===== config.mk =====
export PLATFORM = sky130hd
export DESIGN_NAME = dspfc_timer
export DESIGN_NICKNAME = d
export VERILOG_FILES = /design/src/design/dspfc_pkg.sv /design/src/design/dspfc_channel.sv /design/src/design/dspfc_prescaler.sv /design/src/design/dspfc_timer.sv
export SDC_FILE = /design/constraint.sdc
export NUM_CORES = 1
export LEC_CHECK = 0
export BUFFER_PORTS_ARGS = -buffer_cell sky130_fd_sc_hd__buf_2
export CORE_UTILIZATION = 45
export DETAILED_ROUTE_END_ITERATION = 7
export GPL_TIMING_DRIVEN = 0
export HOLD_SLACK_MARGIN = 0.05
export PLACE_DENSITY_LB_ADDON = 0.12
export SLEW_MARGIN = 25
export SYNTH_ARGS = -nofsm -noshare
export SYNTH_HDL_FRONTEND = slang
export SYNTH_SLANG_ARGS = --single-unit

===== constraint.sdc =====
create_clock -name clock -period 6 [get_ports clock]
set_input_delay 0.3 -clock clock [delete_from_list [all_inputs] [get_ports clock]]
set_output_delay 0.3 -clock clock [all_outputs]
set_load 0.02 [all_outputs]

===== src/design/dspfc_pkg.sv =====
package dspfc_pkg;

  // ****************************************
  // Widths
  // ****************************************
  localparam int ADDR_W = 8;
  localparam int DATA_W = 32;
  localparam int CNT_W = 16;
  localparam int CTRL_W = 15;
  localparam int FLAG_W = 4;
  localparam int PRE_W = 10;

  // ****************************************
  // Register offsets (byte addresses)
  // ****************************************
  localparam logic [ADDR_W-1:0] OFS_CONTROL = 8'h00;
  localparam logic [ADDR_W-1:0] OFS_COUNTER = 8'h04;
  localparam logic [ADDR_W-1:0] OFS_COMPARE_A = 8'h08;
  localparam logic [ADDR_W-1:0] OFS_COMPARE_B = 8'h0C;
  localparam logic [ADDR_W-1:0] OFS_CAPTURE = 8'h10;
  localparam logic [ADDR_W-1:0] OFS_FLAGS = 8'h14;

  // ****************************************
  // Control field positions and reset values
  // ****************************************
  localparam int CTL_WAVE_LSB = 0;
  localparam int CTL_OUT_LSB = 4;
  localparam int CTL_CLKSEL_LSB = 8;
  localparam int CTL_DIR_LSB = 11;
  localparam int CTL_PORT_LSB = 13;
  localparam logic [CTRL_W-1:0] CTRL_RESET = 15'h0000;
  localparam logic [CNT_W-1:0] CNT_RESET = 16'h0000;
  localparam logic [CNT_W-1:0] CNT_BOTTOM = 16'h0000;
  localparam logic [CNT_W-1:0] CNT_ONE = 16'h0001;

  // ****************************************
  // Flag positions
  // ****************************************
  localparam int FLG_OVERFLOW = 0;
  localparam int FLG_MATCH_A = 1;
  localparam int FLG_CAPTURE = 3;
  localparam int STS_UP_POS = 8;

  // ****************************************
  // Mode encodings
  // ****************************************
  localparam logic [3:0] WAVE_TOP_CAPTURE = 4'h8;
  localparam logic [3:0] WAVE_TOP_COMPARE = 4'h9;
  localparam logic [3:0] WAVE_PC_COMPARE = 4'hB;
  localparam logic [1:0] OUT_OFF = 2'h0;
  localparam logic [1:0] OUT_TOGGLE = 2'h1;
  localparam logic [1:0] OUT_NONINV = 2'h2;
  localparam logic [1:0] OUT_INV = 2'h3;

  // ****************************************
  // Prescaler selections and divisor masks
  // ****************************************
  localparam logic [2:0] CLK_DIV1 = 3'h1;
  localparam logic [2:0] CLK_DIV8 = 3'h2;
  localparam logic [2:0] CLK_DIV64 = 3'h3;
  localparam logic [2:0] CLK_DIV256 = 3'h4;
  localparam logic [2:0] CLK_DIV1024 = 3'h5;
  localparam logic [PRE_W-1:0] MASK_DIV8 = 10'h007;
  localparam logic [PRE_W-1:0] MASK_DIV64 = 10'h03F;
  localparam logic [PRE_W-1:0] MASK_DIV256 = 10'h0FF;
  localparam logic [PRE_W-1:0] MASK_DIV1024 = 10'h3FF;

  // ****************************************
  // Bus responses
  // ****************************************
  localparam logic [1:0] RESP_OKAY = 2'h0;
  localparam logic [1:0] RESP_SLVERR = 2'h2;

endpackage


===== src/design/dspfc_channel.sv =====
module dspfc_channel
  import dspfc_pkg::*;
(
  // Clock and reset
  input wire logic clock,
  input wire logic reset,
  // Timing from the counter
  input wire logic tick,
  input wire logic load,
  input wire logic up_slope,
  input wire logic [CNT_W-1:0] count,
  // Configuration
  input wire logic [CNT_W-1:0] buffer,
  input wire logic [1:0] out_mode,
  input wire logic toggle_ok,
  // Results
  output logic [CNT_W-1:0] active,
  output logic match,
  output logic level
);

  logic [CNT_W-1:0] active_q;
  logic level_q;

  assign active = active_q;
  assign level = level_q;

  // Full-width compare; a value above TOP is never reached
  assign match = tick && (count == active_q);

  // Active compare copied from the buffer only when the counter allows
  always_ff @(posedge clock)
  begin
    if (reset)
    begin
      active_q <= CNT_RESET;
    end
    else if (load)
    begin
      active_q <= buffer;
    end
  end

  // Output level: clear/set by slope, or toggle
  always_ff @(posedge clock)
  begin
    if (reset)
    begin
      level_q <= 1'b0;
    end
    else if (match)
    begin
      case (out_mode)
        OUT_NONINV: level_q <= !up_slope;
        OUT_INV: level_q <= up_slope;
        OUT_TOGGLE: level_q <= toggle_ok ? !level_q : level_q;
        default: level_q <= level_q;
      endcase
    end
  end

  a_active_hold: assert property (@(posedge clock) disable iff (reset)
    !load |=> $stable(active_q)) else $error("active compare changed without load");
  a_noninv_edge: assert property (@(posedge clock) disable iff (reset)
    match && out_mode == OUT_NONINV |=> level_q == !$past(up_slope))
    else $error("non-inverted level wrong after match");
  a_toggle_flip: assert property (@(posedge clock) disable iff (reset)
    match && out_mode == OUT_TOGGLE && toggle_ok |=> level_q != $past(level_q))
    else $error("toggle output did not flip");

endmodule


===== src/design/dspfc_prescaler.sv =====
module dspfc_prescaler
  import dspfc_pkg::*;
(
  // Clock and reset
  input wire logic clock,
  input wire logic reset,
  // Selection and tick
  input wire logic [2:0] clk_sel,
  output logic tick
);

  logic [PRE_W-1:0] pre_q;
  logic [PRE_W-1:0] mask;
  logic enabled;

  // Free-running divider
  always_ff @(posedge clock)
  begin
    if (reset)
    begin
      pre_q <= '0;
    end
    else
    begin
      pre_q <= pre_q + 10'h001;
    end
  end

  // Divisor mask for 1, 8, 64, 256 or 1024; other selections stop the timer
  always_comb
  begin
    mask = '0;
    enabled = 1'b1;
    case (clk_sel)
      CLK_DIV1: mask = '0;
      CLK_DIV8: mask = MASK_DIV8;
      CLK_DIV64: mask = MASK_DIV64;
      CLK_DIV256: mask = MASK_DIV256;
      CLK_DIV1024: mask = MASK_DIV1024;
      default: enabled = 1'b0;
    endcase
  end

  // One clock-wide enable per prescaled period
  assign tick = enabled && ((pre_q & mask) == mask);

endmodule


===== src/design/dspfc_timer.sv =====
// Overview of operation
// - Counter runs zero up to TOP, then back down to zero, repeatedly.
// - Waveform mode 8 takes TOP from capture, mode 9 from compare A.
// - Counter holds TOP for exactly one tick, then counts down.
// - Non-inverting clears on up-count match, sets on down-count match; inverting opposite.
// - Output mode 2 gives non-inverted PWM, 3 gives inverted PWM.
// - Active compares load from buffers at BOTTOM, in mode 11 at TOP; overflow flag set at BOTTOM.
// - At TOP, set compare A flag or capture flag, whichever defines TOP.
// - Each channel sets its match flag when counter equals its active compare.
// - Waveform reaches the pin only when its direction bit selects output.
// - Compare at BOTTOM holds output low, at TOP high; inverted opposite.
// - Mode 9 with output A mode 1 toggles A on each match.
// - Mode 11 with output A mode 1 also toggles A, 50% duty.
// - Tick is clock divided by 1, 8, 64, 256 or 1024.
// - Everything runs on the clock; the tick only enables updates.
// - Output mode 0 disconnects the waveform, pin under port control.
// - With capture as TOP, the capture input pin is ignored.
//
// Our own choices: the AXI4-Lite slave port and the register addresses.
module dspfc_timer
  import dspfc_pkg::*;
(
  // Clock and reset
  input wire logic clock,
  input wire logic reset,
  // AXI4-Lite write address and data
  input wire logic s_axi_awvalid,
  output logic s_axi_awready,
  input wire logic [dspfc_pkg::ADDR_W-1:0] s_axi_awaddr,
  input wire logic s_axi_wvalid,
  output logic s_axi_wready,
  input wire logic [dspfc_pkg::DATA_W-1:0] s_axi_wdata,
  input wire logic [3:0] s_axi_wstrb,
  // AXI4-Lite write response
  output logic s_axi_bvalid,
  input wire logic s_axi_bready,
  output logic [1:0] s_axi_bresp,
  // AXI4-Lite read
  input wire logic s_axi_arvalid,
  output logic s_axi_arready,
  input wire logic [dspfc_pkg::ADDR_W-1:0] s_axi_araddr,
  output logic s_axi_rvalid,
  input wire logic s_axi_rready,
  output logic [dspfc_pkg::DATA_W-1:0] s_axi_rdata,
  output logic [1:0] s_axi_rresp,
  // Capture input
  input wire logic capture_input_pin,
  // Waveform pins A and B
  output logic [1:0] wave_pin_out,
  output logic [1:0] wave_pin_oe
);

  // ****************************************
  // Declarations
  // ****************************************
  logic [CTRL_W-1:0] ctrl_q;
  logic [CNT_W-1:0] counter_value_q;
  logic up_q;
  logic [CNT_W-1:0] compare_buf_q [2];
  logic [CNT_W-1:0] capture_register_q;
  logic [FLAG_W-1:0] flags_q;
  logic capture_prev_q;
  logic pin_out_q [2];
  logic pin_oe_q [2];
  logic [3:0] waveform_mode_field;
  logic [2:0] clk_sel;
  logic timer_tick;
  logic running;
  logic toggle_a;
  logic step;
  logic [CNT_W-1:0] top;
  logic at_top;
  logic at_bottom;
  logic up_slope;
  logic load;
  logic [1:0] match;
  logic [1:0] level;
  logic [CNT_W-1:0] active [2];
  logic capture_event;
  // Bus state
  logic aw_full_q;
  logic w_full_q;
  logic aw_full_d;
  logic w_full_d;
  logic awready_q;
  logic wready_q;
  logic bvalid_q;
  logic [1:0] bresp_q;
  logic arready_q;
  logic rvalid_q;
  logic [DATA_W-1:0] rdata_q;
  logic [1:0] rresp_q;
  logic [ADDR_W-1:0] waddr_q;
  logic [DATA_W-1:0] wdata_q;
  logic [3:0] wstrb_q;
  logic do_write;
  logic [DATA_W-1:0] wmask;
  logic [DATA_W-1:0] wbits;
  logic wr_ctrl;
  logic wr_cap;
  logic wr_flags;
  logic [1:0] wr_cmp;
  logic ar_hs;
  logic rvalid_d;

  assign s_axi_awready = awready_q;
  assign s_axi_wready = wready_q;
  assign s_axi_bvalid = bvalid_q;
  assign s_axi_bresp = bresp_q;
  assign s_axi_arready = arready_q;
  assign s_axi_rvalid = rvalid_q;
  assign s_axi_rdata = rdata_q;
  assign s_axi_rresp = rresp_q;
  assign wave_pin_out = {pin_out_q[1], pin_out_q[0]};
  assign wave_pin_oe = {pin_oe_q[1], pin_oe_q[0]};

  // ****************************************
  // Bus write path
  // ****************************************

  // Address and data are latched in either order; the write runs once both are held
  assign do_write = aw_full_q && w_full_q && !bvalid_q;
  assign aw_full_d = !do_write && (aw_full_q || (s_axi_awvalid && awready_q));
  assign w_full_d = !do_write && (w_full_q || (s_axi_wvalid && wready_q));
  assign wmask = {{8{wstrb_q[3]}}, {8{wstrb_q[2]}}, {8{wstrb_q[1]}}, {8{wstrb_q[0]}}};
  assign wbits = wdata_q & wmask;
  assign wr_ctrl = do_write && (waddr_q == OFS_CONTROL);
  assign wr_cmp[0] = do_write && (waddr_q == OFS_COMPARE_A);
  assign wr_cmp[1] = do_write && (waddr_q == OFS_COMPARE_B);
  assign wr_cap = do_write && (waddr_q == OFS_CAPTURE);
  assign wr_flags = do_write && (waddr_q == OFS_FLAGS);

  // Handshake state of the write channels
  always_ff @(posedge clock)
  begin
    if (reset)
    begin
      aw_full_q <= 1'b0;
      w_full_q <= 1'b0;
      awready_q <= 1'b0;
      wready_q <= 1'b0;
      bvalid_q <= 1'b0;
      bresp_q <= RESP_OKAY;
      waddr_q <= '0;
      wdata_q <= '0;
      wstrb_q <= 4'h0;
    end
    else
    begin
      aw_full_q <= aw_full_d;
      w_full_q <= w_full_d;
      awready_q <= !aw_full_d;
      wready_q <= !w_full_d;
      if (s_axi_awvalid && awready_q)
      begin
        waddr_q <= {s_axi_awaddr[ADDR_W-1:2], 2'h0};
      end
      if (s_axi_wvalid && wready_q)
      begin
        wdata_q <= s_axi_wdata;
        wstrb_q <= s_axi_wstrb;
      end
      if (do_write)
      begin
        bvalid_q <= 1'b1;
        bresp_q <= (wr_ctrl || wr_cmp[0] || wr_cmp[1] || wr_cap || wr_flags
                    || waddr_q == OFS_COUNTER) ? RESP_OKAY : RESP_SLVERR;
      end
      else if (bvalid_q && s_axi_bready)
      begin
        bvalid_q <= 1'b0;
      end
    end
  end

  // ****************************************
  // Bus read path
  // ****************************************
  assign ar_hs = s_axi_arvalid && arready_q;
  assign rvalid_d = ar_hs || (rvalid_q && !s_axi_rready);

  // Read data is captured on the address handshake
  always_ff @(posedge clock)
  begin
    if (reset)
    begin
      arready_q <= 1'b0;
      rvalid_q <= 1'b0;
      rdata_q <= '0;
      rresp_q <= RESP_OKAY;
    end
    else
    begin
      arready_q <= !rvalid_d;
      rvalid_q <= rvalid_d;
      if (ar_hs)
      begin
        rresp_q <= RESP_OKAY;
        case ({s_axi_araddr[ADDR_W-1:2], 2'h0})
          OFS_CONTROL: rdata_q <= {17'h00000, ctrl_q};
          OFS_COUNTER: rdata_q <= {16'h0000, counter_value_q};
          OFS_COMPARE_A: rdata_q <= {16'h0000, compare_buf_q[0]};
          OFS_COMPARE_B: rdata_q <= {16'h0000, compare_buf_q[1]};
          OFS_CAPTURE: rdata_q <= {16'h0000, capture_register_q};
          OFS_FLAGS: rdata_q <= {23'h000000, up_q, 4'h0, flags_q};
          default:
          begin
            rdata_q <= '0;
            rresp_q <= RESP_SLVERR;
          end
        endcase
      end
    end
  end

  // ****************************************
  // Software registers
  // ****************************************

  // Control register with byte enables
  always_ff @(posedge clock)
  begin
    if (reset)
    begin
      ctrl_q <= CTRL_RESET;
    end
    else if (wr_ctrl)
    begin
      ctrl_q <= (ctrl_q & ~wmask[CTRL_W-1:0]) | wbits[CTRL_W-1:0];
    end
  end

  assign waveform_mode_field = ctrl_q[CTL_WAVE_LSB +: 4];
  assign clk_sel = ctrl_q[CTL_CLKSEL_LSB +: 3];

  // Compare writes land in the buffers only
  always_ff @(posedge clock)
  begin
    if (reset)
    begin
      compare_buf_q[0] <= CNT_RESET;
      compare_buf_q[1] <= CNT_RESET;
    end
    else
    begin
      for (int i = 0; i < 2; i++)
      begin
        if (wr_cmp[i])
        begin
          compare_buf_q[i] <= (compare_buf_q[i] & ~wmask[CNT_W-1:0]) | wbits[CNT_W-1:0];
        end
      end
    end
  end

  // Capture register: software value or captured count
  assign capture_event = capture_input_pin && !capture_prev_q
                         && (waveform_mode_field != WAVE_TOP_CAPTURE);
  always_ff @(posedge clock)
  begin
    if (reset)
    begin
      capture_prev_q <= 1'b0;
      capture_register_q <= CNT_RESET;
    end
    else
    begin
      capture_prev_q <= capture_input_pin;
      if (capture_event)
      begin
        capture_register_q <= counter_value_q;
      end
      else if (wr_cap)
      begin
        capture_register_q <= (capture_register_q & ~wmask[CNT_W-1:0]) | wbits[CNT_W-1:0];
      end
    end
  end

  // ****************************************
  // Counter
  // ****************************************
  dspfc_prescaler u_prescaler (
    .clock(clock),
    .reset(reset),
    .clk_sel(clk_sel),
    .tick(timer_tick)
  );

  assign running = (waveform_mode_field == WAVE_TOP_CAPTURE)
                   || (waveform_mode_field == WAVE_TOP_COMPARE)
                   || (waveform_mode_field == WAVE_PC_COMPARE);
  assign step = timer_tick && running;
  // Toggle on output A exists only where compare A defines TOP
  assign toggle_a = (waveform_mode_field == WAVE_TOP_COMPARE)
                    || (waveform_mode_field == WAVE_PC_COMPARE);
  assign top = (waveform_mode_field == WAVE_TOP_CAPTURE) ? capture_register_q : active[0];
  assign at_bottom = (counter_value_q == CNT_BOTTOM);
  assign at_top = !at_bottom && (counter_value_q >= top);
  assign up_slope = at_bottom || (up_q && !at_top);
  // Buffers load at BOTTOM; the phase-correct variant loads at TOP
  assign load = step && ((waveform_mode_field == WAVE_PC_COMPARE) ? (at_top && up_q)
                                                                  : at_bottom);

  // Dual-slope count with a single tick at TOP
  always_ff @(posedge clock)
  begin
    if (reset)
    begin
      counter_value_q <= CNT_RESET;
      up_q <= 1'b1;
    end
    else if (step)
    begin
      if (at_bottom)
      begin
        counter_value_q <= CNT_ONE;
        up_q <= 1'b1;
      end
      else if (up_q && !at_top)
      begin
        counter_value_q <= counter_value_q + CNT_ONE;
      end
      else
      begin
        counter_value_q <= counter_value_q - CNT_ONE;
        up_q <= 1'b0;
      end
    end
  end

  // ****************************************
  // Compare channels
  // ****************************************
  for (genvar ch = 0; ch < 2; ch++)
  begin : g_channel
    dspfc_channel u_channel (
      .clock(clock),
      .reset(reset),
      .tick(step),
      .load(load),
      .up_slope(up_slope),
      .count(counter_value_q),
      .buffer(compare_buf_q[ch]),
      .out_mode(ctrl_q[CTL_OUT_LSB + 2*ch +: 2]),
      .toggle_ok(ch == 0 && toggle_a),
      .active(active[ch]),
      .match(match[ch]),
      .level(level[ch])
    );

    // Pin shows the waveform when connected, else the port level
    always_ff @(posedge clock)
    begin
      if (reset)
      begin
        pin_out_q[ch] <= 1'b0;
        pin_oe_q[ch] <= 1'b0;
      end
      else
      begin
        case (ctrl_q[CTL_OUT_LSB + 2*ch +: 2])
          OUT_NONINV, OUT_INV: pin_out_q[ch] <= level[ch];
          OUT_TOGGLE: pin_out_q[ch] <= (ch == 0 && toggle_a)
                                       ? level[ch] : ctrl_q[CTL_PORT_LSB + ch];
          default: pin_out_q[ch] <= ctrl_q[CTL_PORT_LSB + ch];
        endcase
        pin_oe_q[ch] <= ctrl_q[CTL_DIR_LSB + ch];
      end
    end
  end

  // ****************************************
  // Flags: set wins over write-one-to-clear
  // ****************************************
  always_ff @(posedge clock)
  begin
    if (reset)
    begin
      flags_q <= '0;
    end
    else
    begin
      for (int i = 0; i < FLAG_W; i++)
      begin
        if (wr_flags && wbits[i])
        begin
          flags_q[i] <= 1'b0;
        end
      end
      if (load && at_bottom)
      begin
        flags_q[FLG_OVERFLOW] <= 1'b1;
      end
      if (step && at_bottom && waveform_mode_field == WAVE_PC_COMPARE)
      begin
        flags_q[FLG_OVERFLOW] <= 1'b1;
      end
      for (int i = 0; i < 2; i++)
      begin
        if (match[i])
        begin
          flags_q[FLG_MATCH_A + i] <= 1'b1;
        end
      end
      if (step && at_top && up_q)
      begin
        if (waveform_mode_field == WAVE_TOP_CAPTURE)
        begin
          flags_q[FLG_CAPTURE] <= 1'b1;
        end
        else
        begin
          flags_q[FLG_MATCH_A] <= 1'b1;
        end
      end
      if (capture_event)
      begin
        flags_q[FLG_CAPTURE] <= 1'b1;
      end
    end
  end

  // ****************************************
  // Checks
  // ****************************************
  a_bottom_turn: assert property (@(posedge clock) disable iff (reset)
    step && at_bottom |=> counter_value_q == CNT_ONE && up_q)
    else $error("counter did not turn at bottom");
  a_top_reverse: assert property (@(posedge clock) disable iff (reset)
    step && at_top && up_q |=> counter_value_q == $past(counter_value_q) - CNT_ONE && !up_q)
    else $error("counter did not reverse after top");
  a_overflow_set: assert property (@(posedge clock) disable iff (reset)
    step && at_bottom && waveform_mode_field != WAVE_PC_COMPARE |=> flags_q[FLG_OVERFLOW])
    else $error("overflow flag missing at bottom");
  a_top_source: assert property (@(posedge clock) disable iff (reset)
    waveform_mode_field == WAVE_TOP_CAPTURE && step && up_q && !at_bottom
    |=> up_q == ($past(counter_value_q) < $past(capture_register_q)))
    else $error("top not taken from capture");
  a_tick_gates: assert property (@(posedge clock) disable iff (reset)
    !step |=> $stable(counter_value_q))
    else $error("counter moved without a tick");
  a_match_flag: assert property (@(posedge clock) disable iff (reset)
    match[1] |=> flags_q[FLG_MATCH_A + 1])
    else $error("match flag B not set");
  a_pin_enable: assert property (@(posedge clock) disable iff (reset)
    ##1 pin_oe_q[0] == $past(ctrl_q[CTL_DIR_LSB]))
    else $error("pin enable does not follow direction bit");
  a_capture_off: assert property (@(posedge clock) disable iff (reset)
    waveform_mode_field == WAVE_TOP_CAPTURE && !wr_cap |=> $stable(capture_register_q))
    else $error("capture happened while capture defines top");
  c_top_reached: cover property (@(posedge clock) disable iff (reset) step && at_top && up_q);
  c_overflow: cover property (@(posedge clock) disable iff (reset) load && at_bottom);
  c_pwm_edge: cover property (@(posedge clock) disable iff (reset) $rose(level[0]));

endmodule


# After elaboration in Yosys (flattened, before gate mapping)

Memory sizes are Yosys's and may differ from the RTL's.
Index checks and enable logic that the tools add are counted.

Add/sub/neg operators: 3
Multipliers: 0
Div/mod/pow operators: 0
$lt $le $gt $ge: 1
Equal/unequal tests: 30
Shift operators: 0
Multiplexer cells: 69
Bitwise logic cells: 22
Reductions and logical operators: 74

Operators by type and width:

| operator                | number |
|---|---|
| $mux W16                | 7 |
| $pmux W16 S6            | 1 |
| $and A16 B16 Y16        | 4 |
| $mux W1                 | 56 |
| $or A16 B16 Y16         | 3 |
| $pmux W10 S4            | 1 |
| $logic_and A1 B1 Y1     | 33 |
| $eq A16 B16 Y1          | 2 |
| $eq A6 B2 Y1 const B    | 4 |
| $eq A6 B3 Y1 const B    | 4 |
| $add A16 B1 Y16 const B | 1 |
| $ge A16 B16 Y1          | 1 |
| $logic_not A16 Y1       | 1 |
| $not A16 Y16            | 1 |
| $sub A16 B1 Y16 const B | 1 |
| $and A15 B15 Y15        | 1 |
| $not A15 Y15            | 1 |
| $or A15 B15 Y15         | 1 |
| $eq A4 B4 Y1 const B    | 3 |
| $eq A6 B1 Y1 const B    | 2 |
| $logic_or A1 B1 Y1      | 12 |
| $logic_not A1 Y1        | 11 |
| $add A10 B1 Y10 const B | 1 |
| $and A10 B10 Y10        | 1 |
| other kinds (23)        | 46 |

Flip-flop bits (word level): 164
Latch bits: 0
RAM bits: 36
ROM bits: 0
Input bits: 60
Output and inout port bits: 45
Word-level logic and storage cells: 228
Memories kept: 3

Memories:

| name          | depth | width | read ports | clocked after memory_dff | wr ports | line              | RTL |
|---|---|---|---|---|---|---|---|
| compare_buf_q | 2     | 16    | 2          | 0                        | 2        | dspfc_timer.sv:59 | `logic [CNT_W-1:0] compare_buf_q [2];` |
| pin_oe_q      | 2     | 1     | 2          | 0                        | 2        | dspfc_timer.sv:64 | `logic pin_oe_q [2];` |
| pin_out_q     | 2     | 1     | 2          | 0                        | 2        | dspfc_timer.sv:63 | `logic pin_out_q [2];` |

# Depth between registers and ports, before layout

Gate-level depths: netlist of run 1.

Depth in word-level cells: 10
Gate-level depth with buffers: 25
Gate-level depth less buffers: 23

# Cells and area by module

From an unflattened synthesis of run 1, not the netlist that was laid out.

Cell total of the unflattened synthesis: 1076
Area total of the unflattened synthesis: 9551.7 um2

By module, submodules not included:

| module          | times used | cells each | area each (um2) | seq. area each (um2) |
|---|---|---|---|---|
| dspfc_timer     | 1          | 846        | 7424.6          | 3103.0 |
| dspfc_channel   | 2          | 90         | 834.6           | 340.3 |
| dspfc_prescaler | 1          | 50         | 457.9           | 200.2 |

# Least setup slack after synthesis of run 1

OpenSTA, ideal clock, no wires.

Path kind: register to register
Start point: register (tool-made name)
End point: register counter_value_q[15]
Setup time: 70 ps
Data arrival time: 5790 ps
Data required time: 5930 ps
Slack: 139 ps
Cell stages (with the launch flop): 24
Path buffers: 2
Period minus slack after synthesis: 5861 ps
Cells stage by stage: dfxtp_1 nor2b_1 nor3b_1 clkbuf_1 clkbuf_1 mux2i_1 ha_1 a21o_1 a221oi_1 o21ai_0 a31o_2 a211o_1 nand2_1 nand2_1 ha_1 a21o_1 a2111oi_4 a211oi_1 nor2_2 a21oi_2 a31oi_1 xnor2_1 or4b_1 a21oi_1

RTL lines:

| item                 | line               | RTL |
|---|---|---|
| end signal, assigned | dspfc_timer.sv:322 | `counter_value_q <= counter_value_q + CNT_ONE;` |
| end signal, assigned | dspfc_timer.sv:326 | `counter_value_q <= counter_value_q - CNT_ONE;` |
| end, declared        | dspfc_timer.sv:57  | `logic [CNT_W-1:0] counter_value_q;` |

==> results of run 1 <==
## power groups by stage
stage / logic (mW) / clock network (mW) / registers [mW]
finish: 0.159 / 1.11 / 1.30
global route: 0.174 / 1.17 / 1.31
CTS: 0.159 / 1.12 / 1.30
detailed placement: 0.158 / 0 / 1.33
global placement: 0.155 / 0 / 1.33
floorplan: 0.0992 / 0 / 1.33
## final cells by class
cell class | instances | area (µm²) | share of cell area, %
Inverter | 8 | 30.03 | 0.2834
Clock inverter | 14 | 152.6 | 1.441
Tap cell | 265 | 331.6 | 3.129
Buffer | 98 | 479.2 | 4.523
Sequential cell | 182 | 3985 | 37.61
Multi-Input combinational cell | 802 | 4836 | 45.64
Clock buffer | 18 | 429.2 | 4.051
Timing Repair Buffer | 67 | 351.6 | 3.318
## repair_timing
| item | in CTS | in global routing |
|---|---|---|
| pin swaps | 0 | 1 |
| hold buffers | 0 | 0 |
| setup buffers | 0 | 3 |
| resized for setup | 11 | 7 |
| setup endpoints to repair | 12 | 1 |
## critical path, delay by kind of cell, from the launching register on
kind / cells / cell delay (ps)
flops: 1 / 370
mux: 1 / 220
fa+ha+maj: 2 / 600
buf+inv: 2 / 430
compound gates: 11 / 2430
simple gates: 6 / 1320
xor+xnor: 1 / 130
## per-layer routing
layer,up-vias,wire length [µm]
li1,3952,-
met1,3780,12450
met2,229,12690
met3,46,1289
met4,0,748
met5,-,0
## cell usage after synthesis, types with 17 or more instances
| master | n | area, µm² |
|---|---|---|
| nand2_1 | 160 | 600.6 |
| a211oi_1 | 22 | 165.2 |
| clkbuf_1 | 66 | 247.7 |
| buf_4 | 22 | 165.2 |
| nor2_1 | 94 | 352.8 |
| nor3_1 | 17 | 85.08 |
| a21oi_1 | 152 | 760.7 |
| mux2i_1 | 32 | 320.3 |
| xor2_1 | 41 | 359.1 |
| nand2b_1 | 36 | 225.2 |
| dfxtp_1 | 148 | 2963 |
| ha_1 | 33 | 412.9 |
| edfxtp_1 | 34 | 1021 |
| nand3_1 | 25 | 125.1 |
## worst paths after layout
path                       start                  end  depth (start not counted)
setup reg to reg       flip-flop  counter_value_q[15]                         23
setup / recovery       flip-flop  counter_value_q[15]                         23
hold / removal    s_axi_wdata[1]           wdata_q[1]                          3
hold reg to reg      wdata_q[15]          wdata_q[15]                          2
## logic make-up (layout without fill, tap and decap cells)
kind of cell,Yosys count,after routing,synth area share (%)
and+or+nand+nor,396,396,19.66
AOI/OAI and AO/OA,264,264,18.00
DFF,182,182,43.35
buffers and inverters,106,205,5.323
xor gates and xnor gates,54,54,5.146
adders and majority gates,34,34,4.711
muxes,34,34,3.730
other,2,20,0.08172
## per-stage QoR
stage | setup WS (ps) | util [%]
finish | 383.9 | 53.73
global route | 61.58 | 53.73
global placement | -1139 | 50.21
CTS | 42.85 | 53.49
detailed placement | -1287 | 50.35
floorplan | 139.3 | -
==> impl_metrics.tcl, run 1 <==
set metrics [dict create \
    run_status "finished, final reports clean" \
    grtUsageTotal_pct 25.97 \
    layout_worst_path_cycle_share_pct 93.60 \
    floorplan.rows 51 \
    crit_path_max_fanout 11 \
    total_die_area_mm2 0.02100 \
    final_setup_violating_endpoints 0 \
    viasPerCell 5.507 \
    cellLeakagePower_nw 4.104 \
    cts_tree "built" \
    finish.net_count 1270 \
    sum_of_internal_switching_and_leakage_power_mw 2.572 \
    globalRoute.totalOverflow 0 \
    worst_hold_path_type "in2reg" \
    synthesis.yosys.warnings 0 \
    cp_cell_sequence "nor2b_4, nor3b_4, clkbuf_8, clkbuf_8, mux2i_1, ha_1, a21o_1, a221oi_1, o21ai_1, a31o_2, a211o_1, nand2_2, nand2_4, ha_2, a21o_1, a2111oi_4, a211oi_2, nor2_2, a21oi_2, a31oi_2, xnor2_1, or4b_1, a21oi_1" \
    drv_cap 0 \
    grt_antenna_before_repair 0 \
    routedWlPerCell_um 18.69 \
    slew_headroom_pct 34.57 \
    fmax_ghz 0.1781 \
    synth_area_mm2 0.009190 \
    ys_types 58 \
    post_dp_cell_area_mm2 0.009927 \
    power.combinational.fraction_pct 6.2 \
    tritoncts_num_sinks 182 \
    number_of_global_route_vias_before_repair 7412 \
    clkSlewWorstSetupHoldPaths_ps 80 \
    drt-total-wl_um 27180 \
    finalHoldWorstSlack_ps 89.71 \
    totalNegativeSetupSlack_ps 0 \
    mostFrequentLayoutCells "nand2_1, a21oi_1, dfxtp_1" \
    route.vias.total 8007 \
    grt.met2_usage_pct 42.88 \
    worstSkewPairLatency_ps 440 \
    dr.pass1.iters 5 \
    dp.cells 1419 \
    synth_area_per_cell_um2 8.573 \
    seq_area_frac_synth_pct 43.35 \
    use_met3_pct 3.805 \
    die-height_um 144.9 \
    rsz0062_at_grt "no" \
    p_switching_mw 0.6822 \
    critical-path-max-stage-delay_ps 480 \
    fp.coreArea_mm2 0.01972 \
    htree_levels 4 \
    vdd_drop_max_v 0.0002012 \
    worst_setup_path_start_kind "flip-flop" \
    timing_hold_violations_final 0 \
    layout.cells.non_filler 1454 \
    ffs_latches_synth 182 \
    antenna_cells_inserted 0 \
    global_route_hottest_layer "met2" \
    cell_internal_pwr_mw 1.890 \
    fraction_of_layout_cells_with_a_size_suffix_above_1_pct 12.70 \
    critical_path_arrival_ps 5970 \
    initial_core_util_pct 46.61 \
    groute.layer.met1.usage_pct 34.43 \
    postRouteAntennaNets 0 \
    ctsLongestPathBuffers 2 \
    leading_register_cell_type_out_of_synthesis "dfxtp_1" \
    final.fill_count 1882 \
    wire_length_of_the_first_global_routing_pass_um 41990 \
    final_design_area_no_fill_mm2 0.01060 \
    dp_hpwl_um 21130 \
    routabilityCongestion 0.9238 \
    residual_drc 0 \
    grt_max_degree 20 \
    io_pins 105 \
    switching_share_pct 26.53 \
    maxSlewViolCount 0 \
    pwr-share-seq_pct 50.6 \
    syn-instance-count 1072 \
    clockRootBuffer "clkbuf_16" \
    share_of_total_power_in_the_clock_network_pct 43.2 \
    place.port_buffers 62 \
    worst_skew_ps 12.57 \
    slowest_cell_on_the_critical_path "or4b_1" \
    first_iter_violations 596 \
    tritoncts.num_buffers 17 \
    tightestPinTransition_ps 979.3 \
    reg2reg_setup_slack_ps 380 \
    layout_min_cycle_time_ps 5616 \
    synth_edf_count 34 \
    power_per_cell_area_mw_per_mm2 242.8 \
    asyncSetResetFlopFracSynth_pct 0 \
    die_w_um 144.9 \
    mostFrequentLayoutCell "nand2_1" \
    timing.critical_path.to_type "flip-flop" \
    criticalPathCategory "reg2reg" \
    layout-area-overhead-vs-synth_pct 15.29 \
    cp.required_ps 6360 \
]
Power figures use the tool's default switching activity.
==> inputs of run 2 (changes only) <==
Settings changed: SYNTH_HIERARCHICAL set to 1.
==> run 2 against run 1 <==
  * Register-to-register slack better by 30 ps
  * Power is 0.83% higher
  * Critical endpoint is now counter_value_q[12]
  * Final area is 2.6% higher
  * Largest power group unchanged
==> impl_metrics.tcl, run 2 <==
set metrics [dict create \
    cellLeakagePower_nw 4.294 \
    top_cells_by_area_synth "dfxtp_1, edfxtp_1, mux2i_1, nor2_1, a21oi_1" \
    cts_hold_repair_buffers 0 \
    final_setup_violating_endpoints 0 \
    crit_path_max_fanout 18 \
    htree_levels 4 \
    syn-instance-count 1076 \
    met2_wirelength_um 12890 \
    mostFrequentLayoutCells "dfxtp_1, nor2_1, a21oi_1" \
    synth_area_per_cell_um2 8.877 \
    fp.coreArea_mm2 0.02049 \
    io_pins 105 \
    antenna_cells_inserted 0 \
    slew_headroom_pct 44.30 \
    power_per_cell_area_mw_per_mm2 238.7 \
    fmax_ghz 0.1790 \
    synth_top_cells_by_count "dfxtp_1, nor2_1, a21oi_1" \
    postRouteAntennaNets 0 \
    totalNegativeSetupSlack_ps 0 \
    floorplan.rows 52 \
    die-height_um 147.7 \
    layout_min_cycle_time_ps 5587 \
    dpl_worst_slack_ps 275.5 \
    tightestPinTransition_ps 835.4 \
    critical_path_arrival_ps 5910 \
    total_die_area_mm2 0.02181 \
    m1_wire_length_um 13160 \
    globalRoute.totalOverflow 0 \
    dp_hpwl_um 21270 \
    yosys.area.top_type "dfxtp_1" \
    worst_setup_path_start_kind "flip-flop" \
    layout_worst_path_cycle_share_pct 93.12 \
    grtUsageTotal_pct 26.41 \
    cts_tree "built" \
    timing.critical_path.to_type "flip-flop" \
    cp_cell_sequence "nor2b_1, nor3b_1, buf_2, buf_2, mux2i_1, ha_1, a211o_1, a211o_1, a2111oi_4, nor2_4, ha_1, a21oi_1, o21ai_1, a311oi_1, o21ai_1, a31oi_1, xor2_1, o21ai_0" \
    synth_edf_count 34 \
    routedWlPerCell_um 19.31 \
    maxSlewViolCount 0 \
    asyncSetResetFlopFracSynth_pct 0 \
    fraction_of_layout_cells_with_a_size_suffix_above_1_pct 13.29 \
    tritoncts.num_buffers 17 \
    run_status "finished, final reports clean" \
    route.vias.total 8225 \
    wire_length_of_the_first_global_routing_pass_um 43490 \
    initial_core_util_pct 46.61 \
    sum_of_internal_switching_and_leakage_power_mw 2.593 \
    ffs_latches_synth 182 \
    met3WireLength_um 1480 \
    post_dp_cell_area_mm2 0.01028 \
    synth_area_mm2 0.009552 \
    dr.pass1.iters 5 \
    clockRootBuffer "clkbuf_16" \
    vdd_drop_max_v 0.0001811 \
    hold_start "s_axi_wstrb[0]" \
    topRoutingLayerUsed "met4" \
    place.port_buffers 61 \
    synthesis.yosys.warnings 6 \
    post-route-worst-setup-slack_ps 413.1 \
    finish.net_count 1271 \
    timing_hold_violations_final 0 \
    worst_skew_ps 25.40 \
    criticalPathCategory "reg2reg" \
    grt_antenna_before_repair 0 \
    layout.cells.non_filler 1459 \
    synth_top_cell_area_share_pct 31.02 \
    drt-total-wl_um 28170 \
    clkSlewWorstSetupHoldPaths_ps 80 \
    cp.required_ps 6320 \
    ys_types 72 \
    leading_register_cell_type_out_of_synthesis "dfxtp_1" \
    final_design_area_no_fill_mm2 0.01087 \
    worst_hold_path_type "in2reg" \
    dp.cells 1428 \
    ctsLongestPathBuffers 2 \
    die_w_um 147.7 \
    residual_drc 0 \
    tritoncts_num_sinks 182 \
    viasPerCell 5.637 \
    post-synth-top-count-cell "dfxtp_1" \
    grt_max_degree 19 \
    rsz0062_at_grt "no" \
    seq_area_frac_synth_pct 41.71 \
    worstSkewPairLatency_ps 450 \
    first_iter_violations 709 \
    mostFrequentLayoutCell "dfxtp_1" \
    number_of_global_route_vias_before_repair 7603 \
    slowest_cell_on_the_critical_path "a311oi_1" \
    critical-path-max-stage-delay_ps 570 \
    drv_cap 0 \
    layout-area-overhead-vs-synth_pct 13.77 \
    routabilityCongestion 0.9148 \
]
run 2: cell types whose count changed in the layout (fill, tap and decap cells not counted), moves of 7 or more:
cell	delta
nor3_1	+8
a221o_1	+12
clkbuf_1	-25
buf_2	+9
mux2i_1	+54
a21oi_1	-52
inv_1	+14
o21ai_0	+17
a222oi_1	-14
or4_1	+7
nor2_1	+45
nand2_1	-59
run 2: power by group:
group	switching [mW]	internal [mW]	total, mW
registers	0.0296	1.27	1.30
clock network	0.541	0.575	1.12
logic	0.113	0.0614	0.174
total	0.683	1.91	2.59
run 2: logic make-up after synthesis:
| logic type | count (synthesis) | share of synthesized area [%] |
|---|---|---|
| XOR/XNOR | 42 | 3.851 |
| other | 2 | 0.07863 |
| buffers and inverters | 105 | 5.213 |
| AO/OA/AOI/OAI | 234 | 15.73 |
| adder cells (fa/ha/maj) | 34 | 4.532 |
| multiplexers | 87 | 9.130 |
| AND/OR/NAND/NOR | 390 | 19.75 |
| flip-flops | 182 | 41.71 |
run 2: worst max-delay path, delay by kind of cell, from the launching register on:
family | cells | cell delay (ps)
simple gates | 3 | 780
fa+ha+maj | 2 | 600
compound gates | 9 | 2500
buf+inv | 2 | 740
flops | 1 | 380
xor+xnor | 1 | 170
mux | 1 | 260
run 2: routing by layer:
layer / vias up / GRT usage [%]
li1: 3997 / -
met1: 3906 / 36.23
met2: 275 / 42.22
met3: 47 / 4.630
met4: 0 / 8.247
met5: - / 0
run 2: worst paths after layout:
check / to / slack [ps] / cells past startpoint
max: counter_value_q[12] / 410 / 18
min: wstrb_q[0] / 80 / 3
max reg2reg: counter_value_q[12] / 410 / 18
min reg2reg: waddr_q[7] / 460 / 2
run 2: cell type report:
| cell class | instances | area, µm² |
|---|---|---|
| multi-input combinational | 809 | 5154 |
| sequential | 182 | 3984 |
| tap | 270 | 337.8 |
| fill | 1996 | 9628 |
| clock buffer | 18 | 450.4 |
| inverter | 22 | 82.58 |
| clock inverter | 13 | 126.4 |
| timing repair buffer | 62 | 316.6 |
| buffer | 83 | 415.4 |
run 2: what timing repair did:
action                     CTS  global route
setup endpoints to repair    0             5
gates resized for setup      0             1
setup buffers                0             0
run 2: per-stage QoR:
stage / util, % / hold slack [ps]
6_report: 53.02 / 81.91
5_1_grt: 53.02 / 82.60
4_1_cts: 53.00 / 74.14
3_5_place_dp: 50.18 / 449.9
3_3_place_gp: 50.11 / 440.1
2_1_floorplan: - / 428.2
==> inputs of run 3 (changes only) <==
Settings changed: RECOVER_POWER set to 100.
==> run 3 against run 2 <==
  * Hold slack got worse by 1.4 ps
  * Wire length rose by 0.13%
  * Via count rose by 0.61%
  * Clock skew fell by 1.4 ps
  * Global-route usage did not move
  * Clock power barely moved
  * Worst setup slack improved by 43 ps
  * Final area fell by 0.90%
  * Die area did not move
  * Largest cell class unchanged
  * Largest power group unchanged
==> impl_metrics.tcl, run 3 (synthesis gave the netlist of run 2 again) <==
set metrics [dict create \
    reg2reg_setup_slack_ps 460 \
    run_status "finished, final reports clean" \
    regArea_mm2 0.003984 \
    whs_endpoint "wstrb_q[0]" \
    slew_headroom_pct 38.32 \
    crit_path_max_fanout 18 \
    grt_max_degree 19 \
    clockRootBuffer "clkbuf_16" \
    vdd_drop_max_v 0.0001815 \
    post_dp_cell_area_mm2 0.01028 \
    final_setup_violating_endpoints 0 \
    tightestPinTransition_ps 925.3 \
    cell_internal_pwr_mw 1.907 \
    dp_hpwl_um 21270 \
    dp.cells 1428 \
    tritoncts_num_sinks 182 \
    dr.pass1.iters 5 \
    fmax_ghz 0.1804 \
    worst_hold_path_type "in2reg" \
    totalNegativeSetupSlack_ps 0 \
    cp.required_ps 6320 \
    worst_setup_path_start_kind "flip-flop" \
    first_iter_violations 700 \
    hold_start "s_axi_wstrb[0]" \
    antenna_cells_inserted 0 \
    rsz0062_at_grt "no" \
    finalHoldWorstSlack_ps 80.48 \
    multi_input_comb_area_mm2 0.005110 \
    residual_drc 0 \
    cts_hold_repair_buffers 0 \
    p_switching_mw 0.6849 \
    r2r-end "counter_value_q[12]" \
    reg2reg_depth 18 \
    mostFrequentLayoutCell "dfxtp_1" \
    fraction_of_layout_cells_with_a_size_suffix_above_1_pct 9.251 \
    tritoncts.num_buffers 17 \
    pwr-share-seq_pct 50.3 \
    whs_path_depth 3 \
    die_w_um 147.7 \
    timing_hold_violations_final 0 \
    timing.critical_path.to_type "flip-flop" \
    grt_antenna_before_repair 0 \
    drt-total-wl_um 28200 \
    final.fill_count 2021 \
    route.vias.total 8275 \
    die-height_um 147.7 \
    power.combinational.fraction_pct 6.6 \
    clkSlewWorstSetupHoldPaths_ps 80 \
    wire_length_of_the_first_global_routing_pass_um 43490 \
    grtUsageTotal_pct 26.41 \
    number_of_global_route_vias_before_repair 7603 \
    ctsLongestPathBuffers 2 \
    maxSlewViolCount 0 \
    routedWlPerCell_um 19.33 \
    viasPerCell 5.672 \
    layout_worst_path_cycle_share_pct 92.40 \
    floorplan.rows 52 \
    worstSkewPairLatency_ps 450 \
    layout.cells.non_filler 1459 \
    final_core_utilization_pct 52.55 \
    switching_share_pct 26.42 \
    postRouteAntennaNets 0 \
    initial_core_util_pct 46.61 \
    layout-area-overhead-vs-synth_pct 12.75 \
    total_die_area_mm2 0.02181 \
    drv_cap 0 \
    cts_tree "built" \
    finish.net_count 1271 \
    criticalPathCategory "reg2reg" \
    mostFrequentLayoutCells "dfxtp_1, nor2_1, a21oi_1" \
    io_pins 105 \
    fp.coreArea_mm2 0.02049 \
    power_per_cell_area_mw_per_mm2 240.7 \
    worst_skew_ps 23.95 \
    place.port_buffers 61 \
    routabilityCongestion 0.9148 \
    globalRoute.totalOverflow 0 \
    critical_path_arrival_ps 5870 \
    final_design_area_no_fill_mm2 0.01077 \
    layout_min_cycle_time_ps 5544 \
    share_of_total_power_in_the_clock_network_pct 43.1 \
    htree_levels 4 \
    cellLeakagePower_nw 4.133 \
]
run 3: how the worst max path moves through the flow:
stage | end | slack (ps)
after global routing | counter_value_q[12] | 90
after global placement | counter_value_q[12] | 290
after floorplan | counter_value_q[12] | 1450
after CTS | counter_value_q[12] | 220
after detailed placement | counter_value_q[12] | 280
final | counter_value_q[12] | 460
run 3: final cells by class:
cell class / count / share of cell area [%]
well taps: 270 / 3.137
clock inverters: 13 / 1.173
inverters: 22 / 0.7668
flip-flops and latches: 182 / 36.99
clock buffers: 18 / 4.183
repair buffers: 62 / 2.544
multi-input cells: 809 / 47.45
plain buffers: 83 / 3.753
run 3: power groups by stage:
stage | sequential (mW) | combinational [mW] | clock, mW
detailed placement | 1.33 | 0.172 | 0
CTS | 1.30 | 0.173 | 1.13
global placement | 1.33 | 0.169 | 0
floorplan | 1.33 | 0.112 | 0
global route | 1.31 | 0.187 | 1.18
finish | 1.30 | 0.171 | 1.12
run 3: per-stage QoR:
stage | total power, mW | setup slack, ps
2_1_floorplan | 1.437 | 1450
3_3_place_gp | 1.501 | 292.9
3_5_place_dp | 1.504 | 275.5
4_1_cts | 2.609 | 222.1
5_1_grt | 2.675 | 86.02
6_report | 2.592 | 455.8
run 3: metal layers:
| metal | vias to the layer above | part of all wire (%) | track usage [%] | routed length (µm) |
|---|---|---|---|---|
| li1 | 3995 | - | - | - |
| met1 | 3933 | 46 | 36.23 | 12950 |
| met2 | 296 | 46 | 42.22 | 12950 |
| met3 | 51 | 6.0 | 4.630 | 1691 |
| met4 | 0 | 2.2 | 8.247 | 617 |
| met5 | - | 0 | 0 | 0 |
run 3: repair_timing:
item,4_1_cts,5_1_grt
resized for setup,0,1
endpoints found under the setup margin,0,5
setup buffers,0,0
run 3: worst max-delay path, cell delays in order, from the launching register on:
cell       delay (ps)
dfxtp_1           380
nor2b_1           200
nor3b_1           350
buf_2             350
buf_2             380
mux2i_1           250
ha_1              250
a211o_1           250
a211o_1           350
a2111oi_4         490
nor2_4            210
ha_1              350
a21oi_1           120
o21ai_1           120
a311oi_1          570
o21ai_1           200
a31oi_1           320
xor2_1            170
o21ai_0            80
